[config.mk]
export PLATFORM = sky130hd
export DESIGN_NAME = lcdo_core
export DESIGN_NICKNAME = d
export VERILOG_FILES = /design/src/common/lcdo_pkg.sv /design/src/hdl/lcdo_core.sv
export SDC_FILE = /design/constraint.sdc
export NUM_CORES = 1
export LEC_CHECK = 0
export BUFFER_PORTS_ARGS = -buffer_cell sky130_fd_sc_hd__buf_2
export CAP_MARGIN = 10
export CORE_UTILIZATION = 40
export CTS_CLUSTER_SIZE = 24
export DETAILED_ROUTE_END_ITERATION = 16
export GPL_TIMING_DRIVEN = 0
export REMOVE_ABC_BUFFERS = 1
export SYNTH_ARGS = -nofsm -noshare
export SYNTH_HDL_FRONTEND = slang
export SYNTH_SLANG_ARGS = --single-unit
export TNS_END_PERCENT = 10
[constraint.sdc]
create_clock -name i_core_clk -period 11.7 [get_ports i_core_clk]
set_input_delay 0.585 -clock i_core_clk [delete_from_list [all_inputs] [get_ports i_core_clk]]
set_output_delay 0.585 -clock i_core_clk [all_outputs]
set_load 0.01 [all_outputs]
[src/common/lcdo_pkg.sv]
// constants and carrier types for the lcd output interface block
package lcdo_pkg;

    // ****************************************
    // register map
    // ****************************************
    localparam logic [31:0] DEV_CTRL_ADDR = 32'hb000_8004;
    localparam logic [31:0] CMD_CTRL_ADDR = 32'hb000_8080;
    localparam logic [31:0] CMD_WORD_ADDR = 32'hb000_8084;
    localparam logic [31:0] STATUS_ADDR = 32'hb000_8088;
    localparam logic [31:0] DEV_CTRL_RST = 32'h0000_00e0;
    localparam logic [31:0] DEV_CTRL_WMASK = 32'hffff_fffe;

    // ****************************************
    // device control fields
    // ****************************************
    localparam int CMD_LOW_BIT = 31;
    localparam int CMD_MAP_BIT = 30;
    localparam int WIDE_CMD_BIT = 29;
    localparam int POL_SHARE_BIT = 28;
    localparam int STROBE_BIT = 27;
    localparam int WORD_BIT = 26;
    localparam int DEPTH_LSB = 24;
    localparam int FIELD_ALTERNATING_DATA_BIT = 23;
    localparam int SYNC_FIELD_ALTERNATING_DATA_BIT = 22;
    localparam int VPOL_BIT = 21;
    localparam int HPOL_BIT = 20;
    localparam int LATCH_BIT = 19;
    localparam int ORDER_LSB = 17;
    localparam int RANGE_BIT = 16;
    localparam int DDA_LSB = 8;
    localparam int DEV_LSB = 5;
    localparam int SWAP_HI_BIT = 2;

    // command registers and status fields
    localparam int CMD_MODE_BIT = 0;
    localparam int PARAM_FLAG_BIT = 16;
    localparam int ST_PEND_BIT = 0;
    localparam int ST_BUSY_BIT = 1;
    localparam int ST_BEAT_LSB = 2;
    localparam int ST_PCLK_BIT = 4;
    localparam int ST_MODE_BIT = 5;

    // ****************************************
    // encodings
    // ****************************************
    localparam logic [2:0] DEV_YUV422 = 3'h0;
    localparam logic [2:0] DEV_YUV444 = 3'h1;
    localparam logic [2:0] DEV_SYNC_A = 3'h4;
    localparam logic [2:0] DEV_SYNC_B = 3'h5;
    localparam logic [2:0] DEV_SYNC_HC = 3'h6;
    localparam logic [2:0] DEV_MPU = 3'h7;
    localparam logic [1:0] DEPTH_4K = 2'h0;
    localparam logic [1:0] DEPTH_64K = 2'h1;
    localparam logic [1:0] DEPTH_256K = 2'h2;
    localparam logic [1:0] DEPTH_16M = 2'h3;

    // studio range: out = ofs + in * span / 256
    localparam logic [7:0] STUDIO_OFS = 8'h10;
    localparam logic [7:0] LUMA_SPAN = 8'hdb;
    localparam logic [7:0] CHROMA_SPAN = 8'he0;

    localparam int HALF_W = 16;
    localparam logic [HALF_W-1:0] HALF_LINE_DEF = 16'h01ad;

    // ****************************************
    // carrier types
    // ****************************************
    typedef struct packed {
        logic [31:0] addr;
        logic [31:0] wdata;
        logic wr;
        logic rd;
    } lcdo_reg_req_type;

    typedef struct packed {
        logic valid;
        logic [23:0] data;
        logic line_odd;
    } lcdo_pix_type;

    typedef struct packed {
        logic hs;
        logic vs;
        logic de;
        logic field_odd;
    } lcdo_sync_type;

    typedef struct packed {
        logic [31:0] ctrl;
        logic cmd_mode;
        logic [16:0] cmd_word;
        logic cmd_pend;
        logic [7:0] acc;
        logic pclk;
        logic [23:0] pix;
        logic [1:0] beat;
        logic busy;
        logic is_cmd;
        logic [16:0] cur_cmd;
        logic [17:0] bus;
        logic rs;
        logic wr_n;
        logic rd_n;
        logic e;
        logic rw;
        logic de;
        logic hs;
        logic vs;
        logic [HALF_W-1:0] hcnt;
        logic pix_ready;
        logic [31:0] rdata;
    } lcdo_state_type;

endpackage

[src/hdl/lcdo_core.sv]
// lcd output interface: control register, pixel and command serialiser
//
// The plain strobed port is this design's own decision.
`timescale 1ns/100ps

// How it works
// command-low bit picks select levels for command versus data words.
// command-mapping bit places zero padding low or high on 9/18-bit buses.
// 16-bit commands only when wide-command and bus-word width are both set.
// sync panels: shared bit makes display-enable active high (0) or low (1).
// 262K MPU modules: shared bit picks 9/18-bit (0) or 8/16-bit (1) bus.
// strobe-style bit picks 80-series (0) or 68-series (1) write strobes.
// width bit 0 sends a pixel in two transfers, 1 in one transfer.
// bus is 8/16 bits, or 8/9 and 16/18 bits in 262K mode.
// 16M colours use an 8-bit bus, 3 beats, or 4 with swap bit 1.
// colour-type field: 4096, 65536, 262144 or 16777216 colours.
// data interlace bit sends only lines of the current field.
// sync interlace bit shifts odd-field vertical sync by half a line.
// sync polarity bits: 0 active low, 1 active high.
// latch-edge bit launches data on falling (0) or rising (1) panel clock.
// line-order field sets colour order on first and alternate lines.
// range bit converts full-range YUV into studio range.
// increment field drives the panel clock DDA for types 100 and 110.
// control register is read-write and resets to 0x0000_00e0.
// device-type field selects YUV, sync TFT or MPU-style output.
// command mode sends command or parameter words instead of pixels.
// accumulator adds increment each clock; each carry toggles panel clock.
// bits 15 to 8 are stored; bit 0 reads zero and ignores writes.
module lcdo_core
    import lcdo_pkg::*;
#(
    parameter logic [HALF_W-1:0] HALF_LINE = HALF_LINE_DEF
) (
    input wire logic i_core_clk,
    input wire logic i_rst,
    input wire lcdo_reg_req_type i_reg,
    input wire lcdo_pix_type i_pix,
    input wire lcdo_sync_type i_sync,
    output logic [31:0] o_rdata,
    output logic o_pix_ready,
    output logic [17:0] o_bus_data,
    output logic o_command_data_select_pin,
    output logic o_wr_n,
    output logic o_rd_n,
    output logic o_e,
    output logic o_rw,
    output logic o_de,
    output logic o_hsync,
    output logic o_vsync,
    output logic o_panel_clk
);

    // ****************************************
    // functions
    // ****************************************
    function automatic logic [7:0] to_studio(input logic [7:0] v,
                                             input logic [7:0] span);
        logic [15:0] p;
        p = 16'(v) * 16'(span);
        return p[15:8] + STUDIO_OFS;
    endfunction

    function automatic logic [23:0] reorder(input logic [23:0] rgb,
                                            input logic [1:0] sel,
                                            input logic odd);
        logic [1:0] idx;
        logic [7:0] r;
        logic [7:0] g;
        logic [7:0] b;
        idx = sel ^ {odd, 1'b0};
        r = rgb[23:16];
        g = rgb[15:8];
        b = rgb[7:0];
        case (idx)
            2'h0: return {r, g, b};
            2'h1: return {b, g, r};
            2'h2: return {g, b, r};
            default: return {r, b, g};
        endcase
    endfunction

    function automatic logic nine_bus(input logic [31:0] c);
        return c[DEPTH_LSB +: 2] == DEPTH_256K && c[DEV_LSB + 2] &&
               !(c[DEV_LSB +: 3] == DEV_MPU && c[POL_SHARE_BIT]);
    endfunction

    function automatic logic byte_mode(input logic [31:0] c);
        return c[DEV_LSB +: 3] == DEV_YUV444 ||
               (c[DEV_LSB + 2] && c[DEPTH_LSB +: 2] == DEPTH_16M);
    endfunction

    function automatic logic [2:0] nbeats(input logic [31:0] c);
        if (c[DEV_LSB +: 3] == DEV_YUV444)
            return 3'd3;
        if (byte_mode(c))
            return c[SWAP_HI_BIT] ? 3'd4 : 3'd3;
        return c[WORD_BIT] ? 3'd1 : 3'd2;
    endfunction

    function automatic logic [17:0] pixel_beat(input logic [31:0] c,
                                               input logic [23:0] t,
                                               input logic [1:0] beat);
        logic [17:0] w;
        logic [15:0] w16;
        logic [7:0] a;
        logic [7:0] b;
        logic [7:0] d;
        a = t[23:16];
        b = t[15:8];
        d = t[7:0];
        if (byte_mode(c)) begin
            case (beat)
                2'd0: return {10'h000, a};
                2'd1: return {10'h000, b};
                2'd2: return {10'h000, d};
                default: return 18'h00000;
            endcase
        end
        if (c[DEV_LSB +: 3] == DEV_YUV422) begin
            w = {2'b00, a, b};
        end else begin
            case (c[DEPTH_LSB +: 2])
                DEPTH_4K: w = {6'h00, a[7:4], b[7:4], d[7:4]};
                DEPTH_64K: w = {2'b00, a[7:3], b[7:2], d[7:3]};
                default: w = {a[7:2], b[7:2], d[7:2]};
            endcase
        end
        w16 = (c[DEPTH_LSB +: 2] == DEPTH_256K && c[DEV_LSB + 2]) ?
              w[17:2] : w[15:0];
        if (nine_bus(c)) begin
            if (c[WORD_BIT])
                return w;
            return (beat == 2'd0) ? {9'h000, w[17:9]} : {9'h000, w[8:0]};
        end
        if (c[WORD_BIT])
            return {2'b00, w16};
        return (beat == 2'd0) ? {10'h000, w16[15:8]} : {10'h000, w16[7:0]};
    endfunction

    function automatic logic [17:0] cmd_beat(input logic [31:0] c,
                                             input logic [15:0] cw);
        logic wide;
        wide = c[WIDE_CMD_BIT] && c[WORD_BIT];
        if (wide) begin
            if (nine_bus(c) && !c[CMD_MAP_BIT])
                return {cw[15:8], 1'b0, cw[7:0], 1'b0};
            return {2'b00, cw};
        end
        if (nine_bus(c) && !c[CMD_MAP_BIT])
            return {9'h000, cw[7:0], 1'b0};
        return {10'h000, cw[7:0]};
    endfunction

    // ****************************************
    // state
    // ****************************************
    lcdo_state_type r;
    lcdo_state_type n;
    logic launch;
    logic toggle;
    logic [8:0] sum;
    logic [2:0] dev;
    logic dda_dev;
    logic sync_dev;
    logic strobe_style_select;
    logic [23:0] trip;
    logic vs_want;

    always_comb begin
        n = r;
        dev = r.ctrl[DEV_LSB +: 3];
        dda_dev = dev == DEV_SYNC_A || dev == DEV_SYNC_HC;
        sync_dev = dev == DEV_SYNC_A || dev == DEV_SYNC_B ||
                   dev == DEV_SYNC_HC;
        strobe_style_select = dev == DEV_MPU && r.ctrl[STROBE_BIT];

        // register writes; bit 0 of control is masked off
        if (i_reg.wr) begin
            case (i_reg.addr)
                DEV_CTRL_ADDR:
                    n.ctrl = i_reg.wdata & DEV_CTRL_WMASK; // see R18
                CMD_CTRL_ADDR: n.cmd_mode = i_reg.wdata[CMD_MODE_BIT];
                CMD_WORD_ADDR: begin
                    if (!r.cmd_pend) begin
                        n.cmd_word = i_reg.wdata[16:0];
                        n.cmd_pend = 1'b1;
                    end
                end
                default: ;
            endcase
        end

        // register reads, answered in the next cycle
        n.rdata = 32'h0000_0000;
        if (i_reg.rd) begin
            case (i_reg.addr)
                DEV_CTRL_ADDR: n.rdata = r.ctrl;
                CMD_CTRL_ADDR: n.rdata = {31'h0000_0000, r.cmd_mode};
                CMD_WORD_ADDR: n.rdata = {15'h0000, r.cmd_word};
                STATUS_ADDR: begin
                    n.rdata[ST_PEND_BIT] = r.cmd_pend;
                    n.rdata[ST_BUSY_BIT] = r.busy;
                    n.rdata[ST_BEAT_LSB +: 2] = r.beat;
                    n.rdata[ST_PCLK_BIT] = r.pclk;
                    n.rdata[ST_MODE_BIT] = r.cmd_mode;
                end
                default: ;
            endcase
        end

        // panel clock: dda for types 100/110, half rate otherwise
        sum = {1'b0, r.acc} + {1'b0, r.ctrl[DDA_LSB +: 8]};
        if (dda_dev) begin
            n.acc = sum[7:0];
            toggle = sum[8]; // see R17
        end else begin
            n.acc = 8'h00;
            toggle = 1'b1;
        end
        n.pclk = r.pclk ^ toggle;
        launch = toggle && (r.ctrl[LATCH_BIT] ? !r.pclk : r.pclk);

        // strobes are one cycle wide
        n.wr_n = 1'b1;
        n.rd_n = 1'b1;
        n.e = 1'b0;

        // send one beat at each launch edge
        if (r.busy && launch) begin
            if (r.is_cmd) begin
                n.bus = cmd_beat(r.ctrl, r.cur_cmd[15:0]); // see R2
                n.rs = r.ctrl[CMD_LOW_BIT] ^
                       ~r.cur_cmd[PARAM_FLAG_BIT];
                n.busy = 1'b0;
            end else begin
                n.bus = pixel_beat(r.ctrl, r.pix,
                                   r.beat); // see R5 see R8
                n.rs = r.ctrl[CMD_LOW_BIT];
                if ({1'b0, r.beat} ==
                    nbeats(r.ctrl) - 3'd1) begin // see R7
                    n.busy = 1'b0;
                    n.beat = 2'd0;
                end else begin
                    n.beat = r.beat + 2'd1;
                end
            end
            if (dev == DEV_MPU) begin
                if (strobe_style_select)
                    n.e = 1'b1;
                else
                    n.wr_n = 1'b0;
            end
        end

        // take a command or a pixel when idle
        trip = reorder(i_pix.data, r.ctrl[ORDER_LSB +: 2],
                       i_pix.line_odd);
        if (!r.ctrl[DEV_LSB + 2] && r.ctrl[RANGE_BIT]) begin
            trip = {to_studio(i_pix.data[23:16], LUMA_SPAN),
                    to_studio(i_pix.data[15:8], CHROMA_SPAN),
                    to_studio(i_pix.data[7:0], CHROMA_SPAN)};
        end else if (!r.ctrl[DEV_LSB + 2]) begin
            trip = i_pix.data;
        end
        if (!r.busy) begin
            if (r.cmd_mode && r.cmd_pend) begin
                n.cur_cmd = r.cmd_word;
                n.cmd_pend = 1'b0;
                n.is_cmd = 1'b1;
                n.busy = 1'b1;
                n.beat = 2'd0;
            end else if (i_pix.valid && r.pix_ready) begin
                if (!r.ctrl[FIELD_ALTERNATING_DATA_BIT] ||
                    i_pix.line_odd == i_sync.field_odd) begin
                    n.pix = trip;
                    n.is_cmd = 1'b0;
                    n.busy = 1'b1;
                    n.beat = 2'd0;
                end
            end
        end
        n.rw = !(strobe_style_select && (n.busy || n.e));
        n.pix_ready = !n.busy && !n.cmd_mode;

        // sync outputs and display enable
        n.hs = i_sync.hs ^ ~r.ctrl[HPOL_BIT];
        n.de = sync_dev && (i_sync.de ^ r.ctrl[POL_SHARE_BIT]);
        vs_want = i_sync.vs ^ ~r.ctrl[VPOL_BIT];
        if (!r.ctrl[SYNC_FIELD_ALTERNATING_DATA_BIT] || !i_sync.field_odd) begin
            n.vs = vs_want;
            n.hcnt = '0;
        end else if (vs_want != r.vs) begin
            if (r.hcnt == HALF_LINE - 16'd1) begin
                n.vs = vs_want;
                n.hcnt = '0;
            end else begin
                n.hcnt = r.hcnt + 16'd1;
            end
        end else begin
            n.hcnt = '0;
        end
    end

    always_ff @(posedge i_core_clk) begin
        if (i_rst) begin
            r <= '0;
            r.ctrl <= DEV_CTRL_RST;
            r.wr_n <= 1'b1;
            r.rd_n <= 1'b1;
            r.rw <= 1'b1;
            r.hs <= 1'b1;
            r.vs <= 1'b1;
        end else begin
            r <= n;
        end
    end

    assign o_rdata = r.rdata;
    assign o_pix_ready = r.pix_ready;
    assign o_bus_data = r.bus;
    assign o_command_data_select_pin = r.rs;
    assign o_wr_n = r.wr_n;
    assign o_rd_n = r.rd_n;
    assign o_e = r.e;
    assign o_rw = r.rw;
    assign o_de = r.de;
    assign o_hsync = r.hs;
    assign o_vsync = r.vs;
    assign o_panel_clk = r.pclk;
endmodule

==> out/metrics.cfg, run 1 <==
[placement]
post-place-cells=1850
io_buffers=156
place_congestion=0.923
hpwl_mm=24.7

[drt]
drt_wl_total_mm=33.6
avgRoutedWirePerCell_um=17.8
postRouteAntennaNets=0
drt_first_pass_iters=5
viasPerCell=5.53
drtIter0Drc=841
drcViolationCount=0
vias=10400

[yosys]
syn_inst=1440
synth_area_um2=11900
synth_cell_types=86
ys_top_cells_by_count=187 x nand2_1, 178 x dfxtp_1, 138 x nor2_1, 100 x a21oi_1, 74 x ha_1
synth-edff-count=0
synthDominantCellAreaShare=0.299
yosysMostFrequentCell=nand2_1
synth.area.top_cells=dfxtp_1 30%, ha_1 7.8%, nand2_1 5.9%
avgSynthCellArea_um2=8.26
synth_warnings=0
synth_area_leader_cell=dfxtp_1
synth_flop_cell=dfxtp_1
synthArstFlopShare=0
ys_seq_area_frac=0.299
ys_ff_latch=178

[floorplanning]
die_w_um=174
initial_core_util=0.410
die-area_um2=30400
coreArea_um2=29000
io_pins=158
core.rowCount=62
die_h_um=174

[sta]
timing.final.crit_share=0.412
totalNegativeSetupSlack_ns=0
drv_slew=0
hold_violations=0
finalSetupViolCount=0
fmax_mhz=207
clock_skew_ns=0.0220
rsz0062_at_grt=false
layout_min_cycle_time_ns=4.82
slew_headroom=0.205
tightest_slew_ns=1.19

[hold_path]
hold_end=o_hsync
min-delay-path-class=primary input to register
hp-start=i_sync[3]
min_path_cells=3

[setup_path]
arrival_ns=5.19
regToRegSetupSlack_ns=8.57
path_max_fanout=6
required_ns=12.07
crit_path_end_kind=register
start_kind=primary input
path_class=primary input to register
rr_endpoint=o_pix_ready
r2r_cells=9
reg2reg_from=r[156]

[status]
outcome=completed

[power_and_ir_drop]
leakage_nw=5.47
powerDensity_nw_per_um2=127
ir_drop_v=0.000129

[finish]
layout-drive-gt1-share=0.164
syn_to_final_growth_pct=11.0
layout.nets=1694
nFillCells=2876
multi_input_area_um2=7400
seq_area_um2=3560
instances_no_fill=1887

[grt]
grt_first_pass_wirelength_mm=53.7
grt-ovfl-total=0
antenna_found_initial=1
track_usage=0.223
first_global_vias=9891
grt_max_degree=72

[cts]
clock_latency_ns=0.45
cts.sink_count=178
cts_resized=0
cts_setup_buffers=0
hold_buffers=0
clk_pin_slew_worst_paths_ns=0.07
clk_path_buf_depth=2
h-tree-depth=4
clockRootBuffer=clkbuf_16
numCtsBuffers=17
cts_tree=yes

[run]
max_cap_violations=0

power by group:
part           switching [W]  internal, W
clock network       0.000299     0.000314
logic               0.000246     0.000187
registers          0.0000114     0.000614
total               0.000556      0.00111
sequential cells by signal, summed over array words and instances, names as in the netlist:
signal                     cells
r                            116
o_hsync                        1
o_e                            1
o_panel_clk                    1
o_de                           1
o_pix_ready                    1
o_bus_data                    18
dev                            3
o_command_data_select_pin      1
o_rw                           1
o_vsync                        1
o_wr_n                         1
o_rdata                       32
stage by stage:
stage               instance area (um^2)  setup slack, ns   util  power, W  hold slack [ns]
detailed placement                 12500             6.46  0.431   0.00107            0.444
finish                             13200             6.88  0.455   0.00167            0.362
floorplan                          11200             6.91      -  0.000947            0.428
global placement                   12400             6.43  0.428   0.00106            0.440
CTS                                13100             6.89  0.453   0.00168            0.347
global route                       13200             6.60  0.455   0.00177            0.367
worst max-delay path by stage:
| stage | to | slack (ns) | cells past startpoint | from |
|---|---|---|---|---|
| floorplan | r[118] | 6.91 | 19 | i_pix[18] |
| global placement | r[118] | 6.43 | 20 | i_pix[18] |
| detailed placement | r[118] | 6.46 | 20 | i_pix[18] |
| CTS | r[118] | 6.89 | 20 | i_pix[18] |
| global route | r[118] | 6.60 | 20 | i_pix[18] |
| finish | r[118] | 6.88 | 20 | i_pix[18] |
cell usage in the layout (no fill, tap or decap), drive strengths merged, types with 13 or more instances in the layout:
cell | synthesis | layout
nor2b | 14 | 14
and2 | 24 | 24
nand2b | 14 | 14
dfxtp | 178 | 178
buf | 80 | 163
a21oi | 102 | 102
and3 | 14 | 14
nor2 | 139 | 139
nand3 | 40 | 40
ha | 74 | 74
fa | 33 | 33
nor3 | 32 | 32
a211oi | 23 | 23
a221oi | 13 | 13
o21ai | 49 | 49
xor2 | 21 | 21
inv | 58 | 67
xnor2 | 27 | 27
nand2 | 188 | 188
o211ai | 23 | 23
clkbuf | 53 | 17
mux2i | 58 | 58
cell type report:
cell class | instances | area share
multi-input cells | 1071 | 0.560
well taps | 384 | 0.0364
diodes | 1 | 0.000189
clock buffers | 17 | 0.0322
clock inverters | 15 | 0.0153
repair buffers | 163 | 0.0691
inverters | 58 | 0.0165
flip-flops and latches | 178 | 0.270
worst max-delay path, cell delays in order:
cell and delay (ns):
buf_2 0.15, ha_1 0.37, xor2_1 0.17, ha_1 0.30, fa_1 0.54, inv_1 0.06
fa_1 0.53, inv_1 0.04, ha_1 0.34, o211a_1 0.23, a211oi_1 0.29, a211oi_1 0.14
or2_2 0.33, a21oi_1 0.18, xnor2_1 0.14, ha_1 0.19, xor2_1 0.18, xnor2_1 0.14
o211ai_1 0.10, a21oi_1 0.19
kinds of logic (layout without fill, tap and decap cells):
family / Yosys count / in the layout / synth area share
and+or+nand+nor: 533 / 533 / 0.213
AOI/OAI and AO/OA: 313 / 313 / 0.179
buffers and inverters: 191 / 253 / 0.0803
DFF: 178 / 178 / 0.299
adders and majority gates: 107 / 107 / 0.133
muxes: 69 / 69 / 0.0592
xor gates and xnor gates: 48 / 48 / 0.0360
other: 1 / 2 / 0.000315
routing by layer:
layer / vias to the layer above / wire length, um / share of wire / track usage
met1: 4945 / 15400 / 0.46 / 0.303
li1: 5110 / - / - / -
met2: 338 / 15800 / 0.47 / 0.368
met4: 0 / 693 / 0.021 / 0.0669
met3: 42 / 1660 / 0.049 / 0.0284
met5: - / 0 / 0 / 0
Power figures use the tool's default switching activity.
==> run 2, diff against run 1 <==
- clock period: 11.7 -> 4.2 ns (I/O delays scaled with it)
==> run 2 against run 1 <==
Net effect: first-iteration DRC count down 8.3%; combinational power rose to 3.1 times the previous value; sequential share of layout area down 0.45 points; core utilization up 0.77 points; via count up 0.57%; routed wire length up 1.2%; critical path type unchanged; critical endpoint unchanged; largest cell class unchanged; highest routed layer unchanged.
==> out/metrics.cfg, run 2 (same netlist as run 1, synthesis figures left out) <==
[finish]
final_area_um2=13400
syn_to_final_growth_pct=12.9
layout_common_cells=187 x nand2_1, 178 x dfxtp_1, 153 x buf_2
layout.nets=1707
fin_util=0.463
largest-register=r
layout-drive-gt1-share=0.173
layout_commonest_cell=nand2_1
nFillCells=2851
largest_reg_flops=116
instances_no_fill=1900

[power_and_ir_drop]
p_int_w=0.00319
sw_frac_of_total=0.334
leakage_nw=5.52
clockPowerShare=0.357
p_switching_w=0.00160
powerDensity_nw_per_um2=356
combinationalPowerShare=0.279
seq_power_share=0.364
ir_drop_v=0.000360

[cts]
clk_path_buf_depth=2
numCtsBuffers=17
cts_tree=yes
clockRootBuffer=clkbuf_16
cts.sink_count=178
clock_latency_ns=0.45
clk_pin_slew_worst_paths_ns=0.08
h-tree-depth=4

[setup_path]
rr_endpoint=o_pix_ready
crit_path_end_kind=register
arrival_ns=4.39
required_ns=4.57
start_kind=primary input
path_cells=buf_4 > ha_4 > fa_1 > inv_1 > fa_1 > fa_1 > inv_1 > ha_1 > nor4_2 > a211oi_2 > or2_4 > a21oi_2 > xnor2_1 > ha_2 > xor2_2 > xnor2_1 > o211ai_1 > a21oi_1
path_common_cell=fa_1
worst_path_largest_cell_delay_ns=0.54
path_class=primary input to register
regToRegSetupSlack_ns=1.07
reg2reg_from=r[156]
slowest_stage=fa_1
r2r_cells=9
path_max_fanout=7

[hold_path]
hold_end=r[167]
min_path_cells=3
min-delay-path-class=primary input to register
hp-start=i_reg[21]

[sta]
hold_violations=0
layout_min_cycle_time_ns=4.02
finalSetupViolCount=0
drv_slew=0
slew_headroom=0.182
fmax_mhz=249
clock_skew_ns=0.0211
tightest_slew_ns=1.22
timing.final.crit_share=0.958
holdWs_ns=0.00914

[drt]
drcViolationCount=0
drtIter0Drc=771
postRouteAntennaNets=0
avgRoutedWirePerCell_um=17.9
vias=10500
drt_wl_total_mm=34.0
drt_first_pass_iters=6
viasPerCell=5.52

[placement]
io_buffers=156
post-place-cells=1850
place_congestion=0.923
hpwl_mm=24.7
place_area_um2=12500

[status]
outcome=completed

[grt]
track_usage=0.224
grt_first_pass_wirelength_mm=54.0
antenna_found_initial=1
grt_max_degree=72
first_global_vias=9950
grt-ovfl-total=0

[floorplanning]
io_pins=158
die-area_um2=30400
coreArea_um2=29000
die_w_um=174
core.rowCount=62
initial_core_util=0.410
die_h_um=174

[run]
max_cap_violations=0

[run 2: changes by cell type in the layout (fill, tap and decap cells not counted), moves of 3 or more]
cell and change:
buf_4 +6, ha_4 +4, dlygate4sd3_1 +10, ha_1 -6, buf_2 -3
[run 2: area by class of cell]
type | count | area, um^2 | share of cell area
inverter | 58 | 218 | 0.0162
sequential | 178 | 3560 | 0.265
tap | 384 | 480 | 0.0358
antenna | 1 | 2.50 | 0.000186
timing repair buffer | 176 | 1040 | 0.0776
multi-input combinational | 1071 | 7490 | 0.558
clock inverter | 15 | 203 | 0.0151
clock buffer | 17 | 425 | 0.0317
[run 2: timing repair]
| item | in CTS | in global routing |
|---|---|---|
| gates resized for setup | 7 | 10 |
| pin swaps | 2 | 8 |
| setup buffers | 1 | 2 |
| hold buffers | 9 | 1 |
| setup endpoints to repair | 2 | 2 |
| hold endpoints to repair | 9 | 1 |
[run 2: per-stage QoR]
step | TNS, ns | power [W] | setup slack [ns]
floorplan | -0.230 | 0.00264 | -0.217
global route | -0.0157 | 0.00506 | -0.0157
detailed placement | -1.31 | 0.00298 | -0.666
finish | 0 | 0.00478 | 0.176
CTS | 0 | 0.00476 | 0.00410
global placement | -1.38 | 0.00296 | -0.691
[run 2: per-layer routing]
layer / share of wire / global-route usage / vias to the layer above
met5: 0 / 0 / -
met4: 0.019 / 0.0669 / 0
met3: 0.051 / 0.0278 / 40
met2: 0.47 / 0.371 / 335
met1: 0.46 / 0.304 / 4981
li1: - / - / 5138
[run 2: worst max-delay path, delay by kind of cell]
family | cells | cell delay, ns
fa+ha+maj | 6 | 2.27
compound gates | 4 | 0.57
simple gates | 2 | 0.67
buf+inv | 3 | 0.25
xor+xnor | 3 | 0.41
[run 2: worst max path at each step]
stage / cells past startpoint / to / slack, ns / startpoint
finish: 18 / r[118] / 0.18 / i_pix[22]
floorplan: 19 / r[118] / -0.22 / i_pix[18]
detailed placement: 20 / r[118] / -0.67 / i_pix[18]
CTS: 19 / r[118] / 0.004 / i_pix[19]
global placement: 20 / r[118] / -0.69 / i_pix[18]
global route: 18 / r[118] / -0.02 / i_pix[22]
[run 2: power groups by stage]
stage               Combinational, W  Sequential (W)  Clock (W)
floorplan                   0.000870         0.00177          0
global placement             0.00118         0.00178          0
detailed placement           0.00120         0.00178          0
CTS                          0.00128         0.00174    0.00174
global route                 0.00151         0.00174    0.00180
finish                       0.00134         0.00174    0.00171
